<file path="src/common/svm_pkg.sv">
// Purpose: shared constants and types for the supply voltage monitor
// Assumes: 8-bit register port, 4-bit register address
// Notes: comparator inputs are high while the supply is at or above a level
package svm_pkg;

  // ----------------------------------------------------------------
  // register map
  // ----------------------------------------------------------------
  localparam int ADDR_W = 4;
  localparam int DATA_W = 8;
  localparam logic [3:0] MON1_CTL_OFS = 4'h0;
  localparam logic [3:0] MON2_CTL_OFS = 4'h1;
  localparam logic [3:0] DET_STS_OFS = 4'h2;
  localparam logic [3:0] INT_STS_OFS = 4'h3;
  localparam logic [3:0] INT_CLR_OFS = 4'h4;
  localparam logic [3:0] INT_EN_OFS = 4'h5;
  localparam logic [3:0] MON0_CTL_OFS = 4'h6;

  // ----------------------------------------------------------------
  // field positions
  // ----------------------------------------------------------------
  localparam int LVL0_POS = 1;
  localparam int LVL1_POS = 2;
  localparam int ABOVE2_POS = 3;
  localparam int INT_MON1_POS = 0;
  localparam int INT_MON2_POS = 1;
  localparam int MON0_EN_POS = 0;

  // ----------------------------------------------------------------
  // reset values and counts
  // ----------------------------------------------------------------
  localparam logic MON0_EN_RST = 1'b1;
  localparam logic [7:0] CTL_RST = 8'h00;
  localparam logic [1:0] INT_RST = 2'h0;
  localparam int FILT_PERIOD_NS = 8000;
  localparam int CLK_PERIOD_NS = 4;
  localparam logic [11:0] FILT_DIV_CYC = 12'(FILT_PERIOD_NS / CLK_PERIOD_NS);
  localparam int FILT_TAPS = 3;
  localparam int NUM_CMP = 3;

  // ----------------------------------------------------------------
  // control register and bus layouts
  // ----------------------------------------------------------------
  typedef struct packed {
    logic       direction_sel;
    logic       action_sel;
    logic [2:0] unused;
    logic       crossing_flag;
    logic       filter_bypass;
    logic       request_en;
  } svm_ctl_type;

  typedef struct packed {
    logic              wr;
    logic              rd;
    logic [ADDR_W-1:0] addr;
    logic [DATA_W-1:0] wdata;
  } svm_bus_type;

endpackage

</file>
<file path="src/core/svm_cmp_cond.sv">
// Purpose: synchronise one comparator output and optionally filter it
// Assumes: sample tick is a one-cycle pulse on mclk
// Notes: filtered level changes after FILT_TAPS equal samples
`timescale 1ns/1ns
module svm_cmp_cond
  import svm_pkg::*;
(
  input wire logic mclk,     // system clock
  input wire logic srst,     // synchronous reset
  input wire logic cmp_in,   // asynchronous comparator output
  input wire logic bypass,   // 1: skip the filter
  input wire logic tick,     // filter sample strobe
  output logic     level_q   // conditioned level
);

  logic meta_q;
  logic sync_q;
  logic [FILT_TAPS-1:0] samp_q;
  logic filt_q;

  // ----------------------------------------------------------------
  // two-stage synchroniser
  // ----------------------------------------------------------------
  always_ff @(posedge mclk) begin
    if (srst) begin
      meta_q <= 1'b0;
      sync_q <= 1'b0;
    end else begin
      meta_q <= cmp_in;
      sync_q <= meta_q;
    end
  end

  // ----------------------------------------------------------------
  // sampling filter
  // ----------------------------------------------------------------
  always_ff @(posedge mclk) begin
    if (srst) begin
      samp_q <= '0;
      filt_q <= 1'b0;
    end else if (tick) begin
      samp_q <= {samp_q[FILT_TAPS-2:0], sync_q};
      if (&samp_q) filt_q <= 1'b1;
      else if (~|samp_q) filt_q <= 1'b0;
    end
  end

  always_ff @(posedge mclk) begin
    if (srst) level_q <= 1'b0;
    else level_q <= bypass ? sync_q : filt_q;
  end

endmodule

</file>
<file path="src/core/svm_monitor.sv">
// Purpose: digital side of a three-level supply voltage monitor
// Assumes: comparator inputs high while supply is at or above the level
// Notes: register reads return data in the cycle after the strobe
//
// Operation
// - enabled monitor requests interrupt on crossing in selected direction.
// - monitors 1 and 2 each keep a readable crossing flag.
// - monitor 2 direction 0 arms upward, 1 arms downward passage.
// - monitor 1 direction 0 arms upward, 1 arms downward passage.
// - level-0 monitor resets chip while enabled and supply below level 0.
// - power-on reset releases once supply reaches level 0.
// - read-only live bit shows supply at or above level 2.
// - monitor 1 action 0 routes crossing to interrupt, 1 to reset.
// - monitor 1 enable 1 allows request; 0 blocks any request.
// - monitor 1 filter bit 1 bypasses the filter, 0 uses it.
// - flag sets even when disabled; software clears it by writing 0.
//
// Chosen here: the address-and-strobe port and the register offsets.
`timescale 1ns/1ns
module svm_monitor
  import svm_pkg::*;
(
  input wire logic mclk,                   // system clock, 250 MHz
  input wire logic srst,                   // synchronous reset, active high
  input wire logic [NUM_CMP-1:0] cmp_in,   // comparators for levels 0..2
  input wire logic [ADDR_W-1:0] addr,      // register address
  input wire logic [DATA_W-1:0] wdata,     // write data
  input wire logic wr,                     // write strobe
  input wire logic rd,                     // read strobe
  output logic [DATA_W-1:0] rdata_q,       // read data, cycle after rd
  output logic irq_q,                      // level interrupt request
  output logic por_rst_q,                  // power-on reset, active high
  output logic mon0_rst_q,                 // level-0 monitor reset
  output logic mon1_rst_q                  // monitor 1 reset request
);

  // ----------------------------------------------------------------
  // declarations
  // ----------------------------------------------------------------
  svm_bus_type bus;
  svm_ctl_type m1_q;
  svm_ctl_type m1_d;
  svm_ctl_type m2_q;
  svm_ctl_type m2_d;
  logic m0_en_q;
  logic [1:0] ists_q;
  logic [1:0] ists_d;
  logic [1:0] ien_q;
  logic [NUM_CMP-1:0] lvl;
  logic [NUM_CMP-1:0] lvl_prev_q;
  logic [NUM_CMP-1:0] byp;
  logic [11:0] div_q;
  logic tick_q;
  logic m1_cross;
  logic m2_cross;
  logic m1_irq_ev;
  logic m2_irq_ev;
  logic m1_rst_ev;
  logic [DATA_W-1:0] rd_mux;

  assign bus = '{wr: wr, rd: rd, addr: addr, wdata: wdata};

  // ----------------------------------------------------------------
  // crossing decode
  // ----------------------------------------------------------------
  function automatic logic crossed(input logic prev, input logic cur, input logic dir);
    crossed = dir ? (prev & ~cur) : (~prev & cur);
  endfunction

  function automatic logic hit(input svm_bus_type b, input logic [3:0] ofs);
    hit = b.wr && (b.addr == ofs);
  endfunction

  // ----------------------------------------------------------------
  // filter sample strobe
  // ----------------------------------------------------------------
  always_ff @(posedge mclk) begin
    if (srst) begin
      div_q <= '0;
      tick_q <= 1'b0;
    end else if (div_q == FILT_DIV_CYC - 12'h001) begin
      div_q <= '0;
      tick_q <= 1'b1;
    end else begin
      div_q <= div_q + 12'h001;
      tick_q <= 1'b0;
    end
  end

  // ----------------------------------------------------------------
  // comparator conditioning
  // ----------------------------------------------------------------
  assign byp[0] = 1'b1;
  assign byp[1] = m1_q.filter_bypass;
  assign byp[2] = 1'b1;

  generate
    for (genvar i = 0; i < NUM_CMP; i++) begin : g_cmp
      svm_cmp_cond u_cond (
        .mclk(mclk),
        .srst(srst),
        .cmp_in(cmp_in[i]),
        .bypass(byp[i]),
        .tick(tick_q),
        .level_q(lvl[i])
      );
    end
  endgenerate

  always_ff @(posedge mclk) begin
    if (srst) lvl_prev_q <= '0;
    else lvl_prev_q <= lvl;
  end

  assign m1_cross = crossed(lvl_prev_q[1], lvl[1], m1_q.direction_sel);
  assign m2_cross = crossed(lvl_prev_q[2], lvl[2], m2_q.direction_sel);
  assign m1_irq_ev = m1_cross && m1_q.request_en && !m1_q.action_sel;
  assign m1_rst_ev = m1_cross && m1_q.request_en && m1_q.action_sel;
  assign m2_irq_ev = m2_cross && m2_q.request_en;

  // ----------------------------------------------------------------
  // monitor control registers
  // ----------------------------------------------------------------
  always_comb begin
    m1_d = m1_q;
    if (hit(bus, MON1_CTL_OFS)) begin
      m1_d = svm_ctl_type'(bus.wdata);
      m1_d.unused = 3'h0;
      m1_d.crossing_flag = m1_q.crossing_flag & bus.wdata[2];
    end
    if (m1_cross) m1_d.crossing_flag = 1'b1;
  end

  always_comb begin
    m2_d = m2_q;
    if (hit(bus, MON2_CTL_OFS)) begin
      m2_d = svm_ctl_type'(bus.wdata);
      m2_d.unused = 3'h0;
      m2_d.action_sel = 1'b0;
      m2_d.filter_bypass = 1'b1;
      m2_d.crossing_flag = m2_q.crossing_flag & bus.wdata[2];
    end
    if (m2_cross) m2_d.crossing_flag = 1'b1;
  end

  always_ff @(posedge mclk) begin
    if (srst) begin
      m1_q <= svm_ctl_type'(CTL_RST);
      m2_q <= svm_ctl_type'(CTL_RST);
    end else begin
      m1_q <= m1_d;
      m2_q <= m2_d;
    end
  end

  always_ff @(posedge mclk) begin
    if (srst) m0_en_q <= MON0_EN_RST;
    else if (hit(bus, MON0_CTL_OFS)) m0_en_q <= bus.wdata[MON0_EN_POS];
  end

  // ----------------------------------------------------------------
  // interrupt status, enable and output
  // ----------------------------------------------------------------
  always_comb begin
    ists_d = ists_q;
    if (hit(bus, INT_CLR_OFS)) ists_d = ists_q & ~bus.wdata[1:0];
    if (m1_irq_ev) ists_d[INT_MON1_POS] = 1'b1;
    if (m2_irq_ev) ists_d[INT_MON2_POS] = 1'b1;
  end

  always_ff @(posedge mclk) begin
    if (srst) begin
      ists_q <= INT_RST;
      ien_q <= INT_RST;
    end else begin
      ists_q <= ists_d;
      if (hit(bus, INT_EN_OFS)) ien_q <= bus.wdata[1:0];
    end
  end

  always_ff @(posedge mclk) begin
    if (srst) irq_q <= 1'b0;
    else irq_q <= |(ists_d & ien_q);
  end

  // ----------------------------------------------------------------
  // resets
  // ----------------------------------------------------------------
  always_ff @(posedge mclk) begin
    if (srst) begin
      por_rst_q <= 1'b1;
      mon0_rst_q <= 1'b0;
      mon1_rst_q <= 1'b0;
    end else begin
      if (lvl[0]) por_rst_q <= 1'b0;
      mon0_rst_q <= m0_en_q && !lvl[0];
      if (m1_rst_ev) mon1_rst_q <= 1'b1;
    end
  end

  // ----------------------------------------------------------------
  // read port
  // ----------------------------------------------------------------
  always_comb begin
    rd_mux = '0;
    unique case (bus.addr)
      MON1_CTL_OFS: rd_mux = m1_q;
      MON2_CTL_OFS: rd_mux = m2_q;
      DET_STS_OFS: begin
        rd_mux[LVL0_POS] = lvl[0];
        rd_mux[LVL1_POS] = lvl[1];
        rd_mux[ABOVE2_POS] = lvl[2];
      end
      INT_STS_OFS: rd_mux[1:0] = ists_q;
      INT_EN_OFS: rd_mux[1:0] = ien_q;
      MON0_CTL_OFS: rd_mux[MON0_EN_POS] = m0_en_q;
      default: rd_mux = '0;
    endcase
  end

  always_ff @(posedge mclk) begin
    if (srst) rdata_q <= '0;
    else if (bus.rd) rdata_q <= rd_mux;
    else rdata_q <= '0;
  end

  // ----------------------------------------------------------------
  // checks
  // ----------------------------------------------------------------
  a_mon1_flag_set:
  assert property (@(posedge mclk) disable iff (srst)
    m1_cross |=> m1_q.crossing_flag)
  else $error("monitor 1 flag missed a crossing");

  a_mon2_flag_set:
  assert property (@(posedge mclk) disable iff (srst)
    m2_cross && !m2_q.request_en |=> m2_q.crossing_flag && !$rose(ists_q[INT_MON2_POS]))
  else $error("monitor 2 flag or request wrong while disabled");

  a_mon2_dir_up:
  assert property (@(posedge mclk) disable iff (srst)
    $rose(lvl[2]) && !m2_q.direction_sel |=> m2_q.crossing_flag)
  else $error("monitor 2 upward passage not flagged");

  a_mon1_dir_down:
  assert property (@(posedge mclk) disable iff (srst)
    $fell(lvl[1]) && m1_q.direction_sel |=> m1_q.crossing_flag)
  else $error("monitor 1 downward passage not flagged");

  a_mon1_irq_req:
  assert property (@(posedge mclk) disable iff (srst)
    m1_cross && m1_q.request_en && !m1_q.action_sel && ien_q[INT_MON1_POS] |=> ists_q[INT_MON1_POS] && irq_q)
  else $error("monitor 1 interrupt not raised");

  a_mon1_reset_route:
  assert property (@(posedge mclk) disable iff (srst)
    m1_cross && m1_q.request_en && m1_q.action_sel |=> mon1_rst_q)
  else $error("monitor 1 reset not raised");

  a_mon1_no_req:
  assert property (@(posedge mclk) disable iff (srst)
    !m1_q.request_en && !ists_q[INT_MON1_POS] && !mon1_rst_q |=> !ists_q[INT_MON1_POS] && !mon1_rst_q)
  else $error("monitor 1 request while disabled");

  a_mon0_reset:
  assert property (@(posedge mclk) disable iff (srst)
    m0_en_q && !lvl[0] |=> mon0_rst_q)
  else $error("level 0 monitor reset missing");

  a_por_release:
  assert property (@(posedge mclk) disable iff (srst)
    lvl[0] |=> !por_rst_q)
  else $error("power-on reset not released");

  a_status_live:
  assert property (@(posedge mclk) disable iff (srst)
    bus.rd && bus.addr == DET_STS_OFS |=> rdata_q[ABOVE2_POS] == $past(lvl[2]))
  else $error("level 2 status bit wrong");

  a_mon2_irq_req:
  assert property (@(posedge mclk) disable iff (srst)
    m2_cross && m2_q.request_en && ien_q[INT_MON2_POS] |=> ists_q[INT_MON2_POS] && irq_q)
  else $error("monitor 2 interrupt not raised");

  a_mon2_no_req:
  assert property (@(posedge mclk) disable iff (srst)
    !m2_q.request_en && !ists_q[INT_MON2_POS] |=> !ists_q[INT_MON2_POS])
  else $error("monitor 2 request while disabled");

  a_irq_level:
  assert property (@(posedge mclk) disable iff (srst)
    1'b1 |=> irq_q == |(ists_q & $past(ien_q)))
  else $error("interrupt output disagrees with status");

  a_mon1_flag_quiet:
  assert property (@(posedge mclk) disable iff (srst)
    $stable(lvl[1]) && !m1_q.crossing_flag |=> !m1_q.crossing_flag)
  else $error("monitor 1 flag set without a passage");

  a_mon2_flag_quiet:
  assert property (@(posedge mclk) disable iff (srst)
    $stable(lvl[2]) && !m2_q.crossing_flag |=> !m2_q.crossing_flag)
  else $error("monitor 2 flag set without a passage");

  a_mon2_dir_down:
  assert property (@(posedge mclk) disable iff (srst)
    $fell(lvl[2]) && m2_q.direction_sel |=> m2_q.crossing_flag)
  else $error("monitor 2 downward passage not flagged");

  a_mon1_dir_up:
  assert property (@(posedge mclk) disable iff (srst)
    $rose(lvl[1]) && !m1_q.direction_sel |=> m1_q.crossing_flag)
  else $error("monitor 1 upward passage not flagged");

  a_mon0_off:
  assert property (@(posedge mclk) disable iff (srst)
    !m0_en_q |=> !mon0_rst_q)
  else $error("level 0 monitor reset while disabled");

  a_mon0_above:
  assert property (@(posedge mclk) disable iff (srst)
    lvl[0] |=> !mon0_rst_q)
  else $error("level 0 monitor reset while supply above level");

  a_por_hold:
  assert property (@(posedge mclk) disable iff (srst)
    por_rst_q && !lvl[0] |=> por_rst_q)
  else $error("power-on reset released early");

  a_mon1_no_irq:
  assert property (@(posedge mclk) disable iff (srst)
    m1_q.action_sel && !ists_q[INT_MON1_POS] |=> !ists_q[INT_MON1_POS])
  else $error("monitor 1 interrupt while reset action chosen");

  a_mon1_rst_hold:
  assert property (@(posedge mclk) disable iff (srst)
    mon1_rst_q |=> mon1_rst_q)
  else $error("monitor 1 reset request dropped");

  a_filter_tick:
  assert property (@(posedge mclk) disable iff (srst)
    $changed(lvl[1]) && !$past(m1_q.filter_bypass) && !$past(m1_q.filter_bypass, 2) && !$past(srst)
    |-> $past(tick_q, 2))
  else $error("filtered level 1 changed off a sample tick");

  a_flag_sw_clear:
  assert property (@(posedge mclk) disable iff (srst)
    bus.wr && bus.addr == MON1_CTL_OFS && !bus.wdata[2] && !m1_cross |=> !m1_q.crossing_flag)
  else $error("monitor 1 flag not cleared by write");

  a_sync_lvl0:
  assert property (@(posedge mclk) disable iff (srst)
    $rose(lvl[0]) |-> $past(cmp_in[0], 3))
  else $error("level 0 rose without synchronised input");

  a_sync_lvl2:
  assert property (@(posedge mclk) disable iff (srst)
    $rose(lvl[2]) |-> $past(cmp_in[2], 3))
  else $error("level 2 rose without synchronised input");

endmodule
</file>
<file path="config.mk">
export PLATFORM = sky130hd
export DESIGN_NAME = svm_monitor
export DESIGN_NICKNAME = d
export VERILOG_FILES = /design/src/common/svm_pkg.sv /design/src/core/svm_cmp_cond.sv /design/src/core/svm_monitor.sv
export SDC_FILE = /design/constraint.sdc
export NUM_CORES = 1
export LEC_CHECK = 0
export BUFFER_PORTS_ARGS = -buffer_cell sky130_fd_sc_hd__buf_2
export CAP_MARGIN = 20
export CORE_MARGIN = 1
export CORE_UTILIZATION = 50
export CTS_BUF_LIST = sky130_fd_sc_hd__clkbuf_4 sky130_fd_sc_hd__clkbuf_8
export DETAILED_ROUTE_END_ITERATION = 6
export PLACE_DENSITY = 0.78
export SLEW_MARGIN = 20
export SYNTH_ARGS = -nofsm -noshare
export SYNTH_HDL_FRONTEND = slang
export SYNTH_SLANG_ARGS = --single-unit
export TNS_END_PERCENT = 10
</file>
<file path="constraint.sdc">
create_clock -name mclk -period 2.1 [get_ports mclk]
set_clock_uncertainty 0.15 [all_clocks]
set_input_delay 0.21 -clock mclk [delete_from_list [all_inputs] [get_ports mclk]]
set_output_delay 0.21 -clock mclk [all_outputs]
set_load 0.02 [all_outputs]
</file>
Word level (Yosys, flattened, before mapping)
Cells that the tools add are included.
{"block": "op_classes", "add_sub_neg": 1, "multipliers": 0, "n_div": 0, "magnitude_cmp": 0, "eq_ne": 8, "shift": 0, "n_mux": 17, "bitwise": 14, "reduce_logical": 21}
{"op": "$add 12x1->12 const B", "count": 1}
{"op": "$eq 12x11->1 const B", "count": 1}
{"op": "$eq 4x3->1 const B", "count": 3}
{"op": "$logic_and 1x1->1", "count": 10}
{"op": "$mux 1", "count": 10}
{"op": "$pmux 1 s5", "count": 2}
{"op": "$eq 4x2->1 const B", "count": 2}
{"op": "$pmux 4 s2", "count": 1}
{"op": "$and 1x1->1", "count": 6}
{"op": "$mux 3", "count": 2}
{"op": "$pmux 2 s3", "count": 1}
{"op": "$reduce_or 2->1", "count": 3}
{"op": "$not 1->1", "count": 5}
{"op": "$and 2x2->2", "count": 2}
{"op": "$eq 4x1->1 const B", "count": 1}
{"op": "$logic_not 4->1", "count": 1}
{"op": "$reduce_bool 2->1", "count": 2}
{"op": "$reduce_and 3->1", "count": 1}
{"op": "$reduce_or 3->1", "count": 1}
{"op": "$logic_not 1->1", "count": 2}
{"op": "$mux 2", "count": 1}
{"op": "$ne 2x1->1 const B", "count": 1}
{"op": "$not 2->2", "count": 1}
{"op": "$reduce_and 2->1", "count": 1}
{"block": "word_totals", "regBits": 55, "latchBits": 0, "ramBits": 0, "rom_bits": 0, "inputBits": 19, "out_inout_bits": 12, "elab_cells": 92, "n_memories": 0}

Logic depth before layout (Yosys ltp)
Gate-level depths: netlist (run 1).
{"block": "depth", "ltp_word": 8, "depth_mapped": 5}

By module
Synthesis (run 1) repeated with hierarchy kept, for this count alone.
{"block": "unflattened", "cells_unflattened": 244, "area_unflattened_um2": 2338.5}
{"module": "svm_monitor", "instances": 1, "cells_per_inst": 178, "area_each_um2": 1625.3, "seq_area_each_um2": 780.7}
{"module": "svm_cmp_cond", "instances": 3, "cells_per_inst": 22, "area_each_um2": 237.7, "seq_area_each_um2": 140.1}

Worst setup path after synthesis (run 1)
No wires, ideal clock.
{"block": "synth_path", "kind": "register to register", "from": "register div_q[0]", "to": "register div_q[10]", "arrival_ps": 1359, "required_time_ps": 1880, "path_slack_ps": 521, "path_stages_with_launch": 5, "n_path_buf": 0, "period_less_slack_ps": 1579, "cell_sequence": "dfxtp_1 -> ha_1 -> nand4_2 -> or4_1 -> a21oi_1"}
{"block": "synth_via", "elab_chain_cells": 2, "elab_cells_between_ends": 3, "cone_classes": "add/sub: 1; eq/ne: 1; reduce/logical: 1"}
{"item": "from (decl)", "line_no": "svm_monitor.sv:52", "text": "logic [11:0] div_q;"}
{"item": "from (signal assigned)", "line_no": "svm_monitor.sv:85", "text": "div_q <= div_q + 12'h001;"}
{"item": "branches (longest 2 deep; another with $add 12x1->12)"}
Several ways; the timed one is not identified.
A chain may end at the register's enable or synchronous reset.

Worst setup path in the final report (run 1)
Ends and elaborated chain as after synthesis.

==> flow_summary.json, run 1 <==
{
  "p_per_area_nw_per_um2": 728,
  "synthCells": 224,
  "final.setup.tns_ns": 0,
  "ys_ff_latch": 52,
  "vias_per_cell": 5.52,
  "die_y_um": 66.7,
  "synth_cell_types": 41,
  "cts_buffers": 5,
  "maxSlewHeadroom_pct": 65.1,
  "ir_worst_vdd_v": 0.000496,
  "fill_cells": 355,
  "start_util_pct": 52.3,
  "final_core_util_pct": 59.8,
  "cts_root_buffer": "clkbuf_8",
  "fmax_mhz": 595,
  "ant_nets": 0,
  "rsz0062_at_grt": "no",
  "r2r_slack_ns": 0.42,
  "final-setup-viol-count": 0,
  "rr_endpoint": "div_q[10]",
  "antenna_found_initial": 0,
  "crit_path_start_kind": "flop",
  "vias": 1677,
  "final_nets": 273,
  "n_antenna_cell": 0,
  "period_share_pct": 80.0,
  "wl_per_cell_um": 13.3,
  "min_to": "m1_q[7]",
  "track_usage_pct": 20.7,
  "maxSlewViolCount": 0,
  "cpPeakStageDelay_ns": 0.53,
  "yosysSeqAreaShare_pct": 49.8,
  "dieArea_um2": 4440,
  "grt_pass1_vias": 1528,
  "first_iter_violations": 138,
  "tritoncts": "yes",
  "hp-class": "primary input to flop",
  "tightest_slew_ns": 0.521,
  "synth_top_area_share_pct": 49.8,
  "cts_num_sinks": 52,
  "gp_congestion": 0.875,
  "path_buf_inv": 0,
  "die_w_um": 66.7,
  "grt_pass1_wl_mm": 6.73,
  "grt_max_degree": 24,
  "num_rows": 23,
  "postCtsResizedCells": 0,
  "finalWirelength_mm": 4.03,
  "critPathSlowestCell": "or4_1",
  "cts_setup_buffers": 0,
  "port_buffers": 25,
  "reg2reg_depth": 4,
  "critPathRequiredTime_ns": 2.21,
  "synth_top_area_cell": "dfxtp_1",
  "htreeDepth": 2,
  "ios": 31,
  "drv_cap": 0,
  "finalHoldViolations": 0,
  "area_growth_syn_to_layout_pct": 14.4,
  "core_um2": 4000,
  "syn-cell-area_um2": 2090,
  "avgSynthCellArea_um2": 9.33,
  "run_status": "finished clean",
  "drc": 0,
  "first_pass_iters": 4,
  "cts_hold_buf": 5,
  "synthTopCellsByArea": "dfxtp_1 50%, a21oi_1 5.5%, nor2b_1 3.9%",
  "grt-ovfl-total": 0,
  "whs_path_depth": 3,
  "hpwl_mm": 2.86,
  "end_kind": "flop",
  "period_needed_ns": 1.68,
  "p_leak_nw": 0.884,
  "arrival_ns": 1.79,
  "cp_max_fo": 6,
  "clk_path_buf_depth": 2,
  "hp-start": "wdata[7]",
  "timing.rr.start": "div_q[0]",
  "clk_latency_ns": 0.31,
  "path_class": "flop to flop",
  "drive_gt1_share_pct": 15.4,
  "clk_pin_slew_ns": 0.09,
  "ys_warn_count": 0,
  "crit_chain": "ha_1, nand4_2, or4_1, a21oi_1",
  "cp_top_family": "simple AND/OR/NAND/NOR gates"
}
[worst max-delay path by stage]
| stage | from | depth (start not counted) | end | slack, ns |
|---|---|---|---|---|
| after floorplan | div_q[0] | 4 | div_q[10] | 0.52 |
| after global placement | div_q[0] | 4 | div_q[10] | 0.46 |
| after detailed placement | div_q[0] | 4 | div_q[10] | 0.42 |
| after CTS | div_q[0] | 4 | div_q[10] | 0.40 |
| after global routing | div_q[0] | 4 | div_q[10] | 0.31 |
| final | div_q[0] | 4 | div_q[10] | 0.42 |
[cells by family after synthesis]
logic type      count (synthesis)  share of synthesized area, %
simple gates                   81                          22.3
buf+inv                        19                          4.01
flops                          52                          49.8
mux                             8                          4.43
xor+xnor                        3                          1.26
other cells                     1                         0.179
compound gates                 59                          17.5
fa+ha+maj                       1                         0.598
[layout by cell type (no fill, tap or decap), types with 5 or more instances in the layout]
| cell | count |
|---|---|
| a21oi_1 | 23 |
| or3_1 | 5 |
| dlygate4sd3_1 | 5 |
| o31ai_1 | 8 |
| buf_2 | 25 |
| nor2_1 | 17 |
| mux2i_1 | 7 |
| nor2b_1 | 13 |
| o21ai_0 | 16 |
| clkbuf_8 | 6 |
| inv_1 | 8 |
| dfxtp_1 | 52 |
| nand3_1 | 15 |
| nand2_1 | 5 |
[cell type report]
| class | count | area, um2 | share of cell area [%] |
|---|---|---|---|
| Sequential cell | 52 | 1040 | 43.5 |
| Multi-Input combinational cell | 154 | 970 | 40.6 |
| Tap cell | 50 | 62.6 | 2.62 |
| Clock buffer | 8 | 97.6 | 4.08 |
| Inverter | 8 | 30.0 | 1.26 |
| Timing Repair Buffer | 32 | 190 | 7.95 |
[metal layers]
layer | wire (um) | share of wire [%] | vias up | GRT usage (%)
met1 | 1820 | 45 | 773 | 24.0
met5 | 0 | 0 | - | 0
met2 | 1960 | 48 | 34 | 35.1
li1 | - | - | 863 | -
met3 | 164 | 4.1 | 7 | 4.11
met4 | 95 | 2.4 | 0 | 12.0
[through the flow]
stage / power [mW] / cell area [um2] / cells / setup slack, ns / hold WS (ns)
after detailed placement: 1.14 / 2240 / 291 / 0.416 / 0.278
after floorplan: 1.11 / 2090 / 225 / 0.521 / 0.176
after CTS: 1.75 / 2390 / 304 / 0.402 / 0.0142
after global routing: 1.80 / 2390 / 304 / 0.308 / 0.0283
final: 1.74 / 2390 / 304 / 0.419 / 0.0189
after global placement: 1.14 / 2240 / 291 / 0.455 / 0.266
[sequential cells by signal (all words and copies together) (netlist names), 3 cells and up]
signal,count
div_q,12
g_cmp.u_cond.samp_q,3
g_cmp.u_cond.sync_q,3
m2_q,4
g_cmp.u_cond.level_q,3
m1_q,4
g_cmp.u_cond.meta_q,3
rdata_q,6
[report_power, final]
group | internal [mW] | switching (mW) | total, mW
sequential | 1.00 | 0.0105 | 1.01
combinational | 0.0461 | 0.0666 | 0.113
clock | 0.295 | 0.319 | 0.614
total | 1.34 | 0.396 | 1.74
[cell usage after synthesis]
cell type / count
or3_1: 5
and3b_1: 3
nor2b_1: 13
nor4_1: 1
a21o_1: 1
inv_1: 8
ha_1: 1
or2_1: 1
a2bb2oi_1: 1
nor3_1: 1
clkbuf_1: 5
nand2b_1: 3
mux2i_1: 7
buf_4: 2
nor3b_1: 3
mux4_2: 1
a31oi_1: 1
a41oi_1: 1
or4_1: 3
o31ai_4: 1
nor2_1: 17
a21boi_0: 1
o31ai_1: 8
a21oi_1: 23
nand2_1: 5
nand4_2: 1
and3_1: 3
a311o_1: 1
o21ai_0: 16
xor2_1: 1
buf_2: 4
conb_1: 1
xnor2_1: 2
nand3_1: 15
dfxtp_1: 52
o311ai_0: 2
or3b_1: 1
nor3b_2: 1
nand3b_1: 3
o211ai_1: 3
nand4_1: 2
[tightest hold or removal path: cells and delay by family]
family | cells | cell delay, ns
compound gates | 1 | 0.05
simple gates | 1 | 0.06
buf+inv | 1 | 0.11
Note: power is estimated with default switching activity, not from simulation.
==> inputs of run 2 (changes only) <==
Settings changed: ABC_AREA set to 1.
Clock period 2.1 ns to 1.65 ns, I/O delays scaled along.
==> flow_summary.json, run 2 <==
{
  "run_status": "finished clean",
  "port_buffers": 25,
  "final-seq-area_um2": 1040,
  "n_antenna_cell": 0,
  "setup_slack_ns": 0.201,
  "vias": 1720,
  "synth_cell_types": 29,
  "drive_gt1_share_pct": 16.5,
  "synthTopCellsByArea": "dfxtp_1 50%, nand2_1 8.7%, nor2_1 7.4%",
  "clk_latency_ns": 0.30,
  "antenna_found_initial": 0,
  "vias_per_cell": 4.79,
  "grt-ovfl-total": 0,
  "ios": 31,
  "layout_common_cells": "52 x dfxtp_1, 48 x nand2_1, 41 x nor2_1",
  "dieArea_um2": 4420,
  "clk_path_buf_depth": 2,
  "ant_nets": 0,
  "timing.rr.start": "div_q[0]",
  "synth_edf_count": 0,
  "start_util_pct": 52.0,
  "synth.most_common_cell": "dfxtp_1",
  "final_nets": 328,
  "num_rows": 23,
  "netlist_top_cells_count": "52 x dfxtp_1, 48 x nand2_1, 41 x nor2_1",
  "die_y_um": 66.5,
  "syn-cell-area_um2": 2080,
  "drv_cap": 0,
  "finalHoldViolations": 0,
  "first_iter_violations": 153,
  "regMostFlops": "div_q",
  "hp-start": "wdata[1]",
  "end_kind": "flop",
  "maxSlewViolCount": 0,
  "wl_per_cell_um": 10.6,
  "grt_pass1_vias": 1541,
  "crit_chain": "ha_1, nand2_1, nor2_1, nand3_1, nand2_1, buf_4, nor2_1",
  "reg_top3": "div_q: 12 flops, rdata_q: 6 flops",
  "ys_warn_count": 0,
  "htreeDepth": 2,
  "cp_max_fo": 7,
  "hp-class": "primary input to flop",
  "yosysSeqAreaShare_pct": 50.1,
  "cts_num_sinks": 52,
  "cp_top_family": "simple AND/OR/NAND/NOR gates",
  "dp.cells": 346,
  "fin_area_um2": 2410,
  "synth_top_area_share_pct": 50.1,
  "path_buf_inv": 1,
  "clk_pin_slew_ns": 0.09,
  "area_growth_syn_to_layout_pct": 15.8,
  "p_per_area_nw_per_um2": 903,
  "period_share_pct": 87.8,
  "layout_commonest_cell": "dfxtp_1",
  "arrival_ns": 1.50,
  "final.setup.tns_ns": 0,
  "first_pass_iters": 4,
  "synth_top_area_cell": "dfxtp_1",
  "grtUsageMet3_pct": 5.31,
  "path_class": "flop to flop",
  "ys_ff_latch": 52,
  "die_w_um": 66.5,
  "grt_pass1_wl_mm": 6.29,
  "cts_root_buffer": "clkbuf_8",
  "multi_input_area_um2": 851,
  "tritoncts": "yes",
  "final-setup-viol-count": 0,
  "largest_reg_flops": 12,
  "cts_buffers": 5,
  "grt_max_degree": 23,
  "grtUsageMet1_pct": 21.9,
  "fmax_mhz": 690,
  "crit_start": "div_q[0]",
  "synthCells": 273,
  "drc": 0,
  "top_usage_layer": "met2",
  "hpwl_mm": 2.76,
  "ir_worst_vdd_v": 0.000565,
  "critPathSlowestCell": "dfxtp_1",
  "core_um2": 4000,
  "dp_slack_ns": 0.227,
  "async_flop_share_pct": 0,
  "p_leak_nw": 1.03,
  "cpPeakStageDelay_ns": 0.36,
  "crit_path_start_kind": "flop",
  "synth_top_flop_cell": "dfxtp_1",
  "critPathRequiredTime_ns": 1.70,
  "period_needed_ns": 1.45,
  "track_usage_pct": 19.0,
  "gp_congestion": 0.875,
  "fin_cells": 359,
  "post_dp_cell_area_um2": 2260,
  "avgSynthCellArea_um2": 7.61,
  "finalWirelength_mm": 3.79,
  "rsz0062_at_grt": "no",
  "fill_cells": 375,
  "met2_usage_pct": 31.9
}
==> run 2: metal layers <==
layer / part of all wire [%] / wire (um)
met4: 1.7 / 63
met2: 46 / 1760
met1: 47 / 1800
met3: 4.6 / 173
met5: 0 / 0
==> run 2: final timing paths <==
kind                       endpoint  slack, ns  depth (start not counted)
max                        div_q[5]       0.20                          7
min                        ien_q[1]      0.006                          3
max reg2reg                div_q[5]       0.20                          7
min reg2reg  g_cmp[1].u_cond.sync_q       0.25                          2
==> run 2: cell families (layout without fill, tap and decap cells) <==
logic type               Yosys count  in the layout  synth area share [%]
buffers and inverters             47             82                  9.15
flip-flops                        52             52                  50.1
AND/OR/NAND/NOR                  135            135                  29.6
other                              1              2                 0.180
adder cells (fa/ha/maj)            1              1                 0.602
AO/OA/AOI/OAI                     32             32                  8.31
XOR/XNOR                           5              5                  2.11
==> run 2: worst min-delay path: cells and delay by family <==
kind | cells | cell delay [ns]
buffers and inverters | 1 | 0.12
AND/OR/NAND/NOR | 1 | 0.07
AO/OA/AOI/OAI | 1 | 0.06
==> run 2: report_power, final <==
part           switching (mW)  internal, mW
clock                   0.386         0.358
sequential             0.0116          1.28
combinational          0.0888        0.0515
==> run 2: timing repair <==
| item | in CTS | in global routing |
|---|---|---|
| hold endpoints to repair | 5 | 0 |
| setup buffers | 0 | 0 |
| gates resized for setup | 0 | 0 |
| hold buffers | 5 | 0 |
==> run 2: final cells by class <==
type | instances | area share, %
tap | 50 | 2.60
multi-input combinational | 175 | 35.3
clock inverter | 1 | 0.312
clock buffer | 7 | 3.74
sequential | 52 | 43.2
timing repair buffer | 34 | 8.52
inverter | 40 | 6.24
==> run 2: metrics by stage <==
step | hold WS (ns) | utilization [%] | power (mW)
after detailed placement | 0.225 | 56.5 | 1.45
after global routing | 0.00422 | 60.2 | 2.28
final | 0.00638 | 60.2 | 2.17
after global placement | 0.216 | 56.5 | 1.45
after CTS | 0.000219 | 60.2 | 2.21
after floorplan | 0.0935 | - | 1.40
==> inputs of run 3 (changes only) <==
==> constraint.sdc (replaced) <==
create_clock -name mclk -period 1.65 [get_ports mclk]
set_clock_uncertainty 0.15 [all_clocks]
set_input_delay 0.33 -clock mclk [delete_from_list [all_inputs] [get_ports mclk]]
set_output_delay 0.33 -clock mclk [all_outputs]
set_load 0.02 [all_outputs]
==> flow_summary.json, run 3 (synthesis results as in run 2) <==
{
  "postCtsResizedCells": 0,
  "largest_reg_flops": 12,
  "ant_nets": 0,
  "die_y_um": 66.5,
  "drc": 0,
  "first_pass_iters": 4,
  "reg_top3": "div_q: 12 flops, rdata_q: 6 flops",
  "netSwitchingFraction_pct": 19.3,
  "layout_common_cells": "52 x dfxtp_1, 48 x nand2_1, 41 x nor2_1",
  "final_nets": 322,
  "vias": 1698,
  "switching_power_mw": 0.498,
  "p_leak_nw": 1.03,
  "finalHoldViolations": 0,
  "cts_root_buffer": "clkbuf_8",
  "power_mw": 2.58,
  "drive_gt1_share_pct": 16.5,
  "die_w_um": 66.5,
  "start_util_pct": 52.0,
  "critPathSlowestCell": "dfxtp_1",
  "timing.rr.start": "div_q[0]",
  "layout_commonest_cell": "dfxtp_1",
  "final.setup.tns_ns": 0,
  "end_kind": "flop",
  "cts_setup_buffers": 0,
  "p_comb_share_pct": 5.0,
  "setup_slack_ns": 0.196,
  "p_seq_share_pct": 50.1,
  "cts_buffers": 5,
  "port_buffers": 25,
  "intPower_mw": 2.08,
  "r2r_slack_ns": 0.20,
  "hp-class": "primary input to flop",
  "rsz0062_at_grt": "no",
  "p_per_area_nw_per_um2": 1070,
  "cts_num_sinks": 52,
  "wl_per_cell_um": 10.4,
  "area_growth_syn_to_layout_pct": 16.0,
  "first_iter_violations": 133,
  "dp_slack_ns": 0.196,
  "regMostFlops": "div_q",
  "rr_endpoint": "div_q[5]",
  "hp-start": "cmp_in[1]",
  "grt-ovfl-total": 0,
  "num_rows": 23,
  "htreeDepth": 2,
  "maxSlewViolCount": 0,
  "crit_chain": "ha_1, nand2_1, nor2_1, nand3_1, nand2_1, buf_4, nor2_1",
  "critPathRequiredTime_ns": 1.70,
  "pwr-share-clk_pct": 45.0,
  "arrival_ns": 1.50,
  "grt_max_degree": 23,
  "post_dp_cell_area_um2": 2250,
  "whs_path_depth": 3,
  "period_needed_ns": 1.45,
  "core_um2": 4000,
  "run_status": "finished clean",
  "cts_hold_buf": 0,
  "drv_cap": 0,
  "ios": 31,
  "fin_cells": 353,
  "path_class": "flop to flop",
  "cpPeakStageDelay_ns": 0.36,
  "reg2reg_depth": 7,
  "gp_congestion": 0.824,
  "antenna_found_initial": 0,
  "track_usage_pct": 18.1,
  "dp.cells": 345,
  "tritoncts": "yes",
  "clk_path_buf_depth": 2,
  "cp_max_fo": 12,
  "period_share_pct": 88.1,
  "min_to": "g_cmp[1].u_cond.meta_q",
  "ir_worst_vdd_v": 0.000879,
  "crit_path_start_kind": "flop",
  "n_antenna_cell": 0,
  "grt_pass1_vias": 1491,
  "fin_area_um2": 2410,
  "clk_latency_ns": 0.30,
  "grt_pass1_wl_mm": 6.12,
  "hpwl_mm": 2.69,
  "dieArea_um2": 4420,
  "finalWirelength_mm": 3.68,
  "final-setup-viol-count": 0,
  "vias_per_cell": 4.81,
  "clk_pin_slew_ns": 0.09,
  "fmax_mhz": 688
}
==> run 3: cell count changes in the layout (fill, tap and decap cells not counted), sizes merged <==
cell	previous run	this run
clkbuf	7	5
bufinv	0	3
clkinvlp	1	0
buf	29	28
dlygate4sd3	5	0
==> run 3: power by group through the flow <==
stage	Sequential (mW)	Clock (mW)	Combinational, mW
finish	1.29	1.16	0.128
global route	1.29	1.23	0.144
CTS	1.29	1.19	0.128
detailed placement	1.32	0	0.128
global placement	1.32	0	0.126
floorplan	1.32	0	0.0788
==> run 3: metal layers <==
layer	GRT usage [%]	part of all wire, %	up-vias
met5	0	0	-
met4	5.05	1.7	0
met3	5.14	4.6	7
met2	30.7	46	44
met1	22.2	48	732
li1	-	-	915
==> run 3: final cells by class <==
class                      instances  area (um2)
timing repair buffer              28         148
tap                               50        62.6
clock buffer                       5        68.8
multi-input combinational        175         851
fill                             360        1590
inverter                          40         150
clock inverter                     3        90.1
sequential                        52        1040
==> run 3: per-stage QoR <==
step / util, % / hold WS, ns
2_1_floorplan: - / 0.238
3_3_place_gp: 56.3 / 0.240
3_5_place_dp: 56.3 / 0.244
4_1_cts: 60.3 / 0.0613
5_1_grt: 60.3 / 0.0742
6_report: 60.3 / 0.0769
==> run 3: critical path: cells and delay by family, from the launching register on <==
kind / cells / cell delay [ns]
and+or+nand+nor: 5 / 0.49
DFF: 1 / 0.36
buffers and inverters: 1 / 0.18
adders and majority gates: 1 / 0.17
==> run 3: how the worst max path moves through the flow <==
stage / endpoint / from / depth (start not counted) / slack (ns)
after floorplan: div_q[8] / div_q[0] / 7 / 0.30
after detailed placement: div_q[9] / div_q[0] / 7 / 0.20
after CTS: div_q[9] / div_q[0] / 7 / 0.19
final: div_q[5] / div_q[0] / 7 / 0.20
after global placement: div_q[5] / div_q[0] / 7 / 0.21
after global routing: div_q[7] / div_q[0] / 7 / 0.04
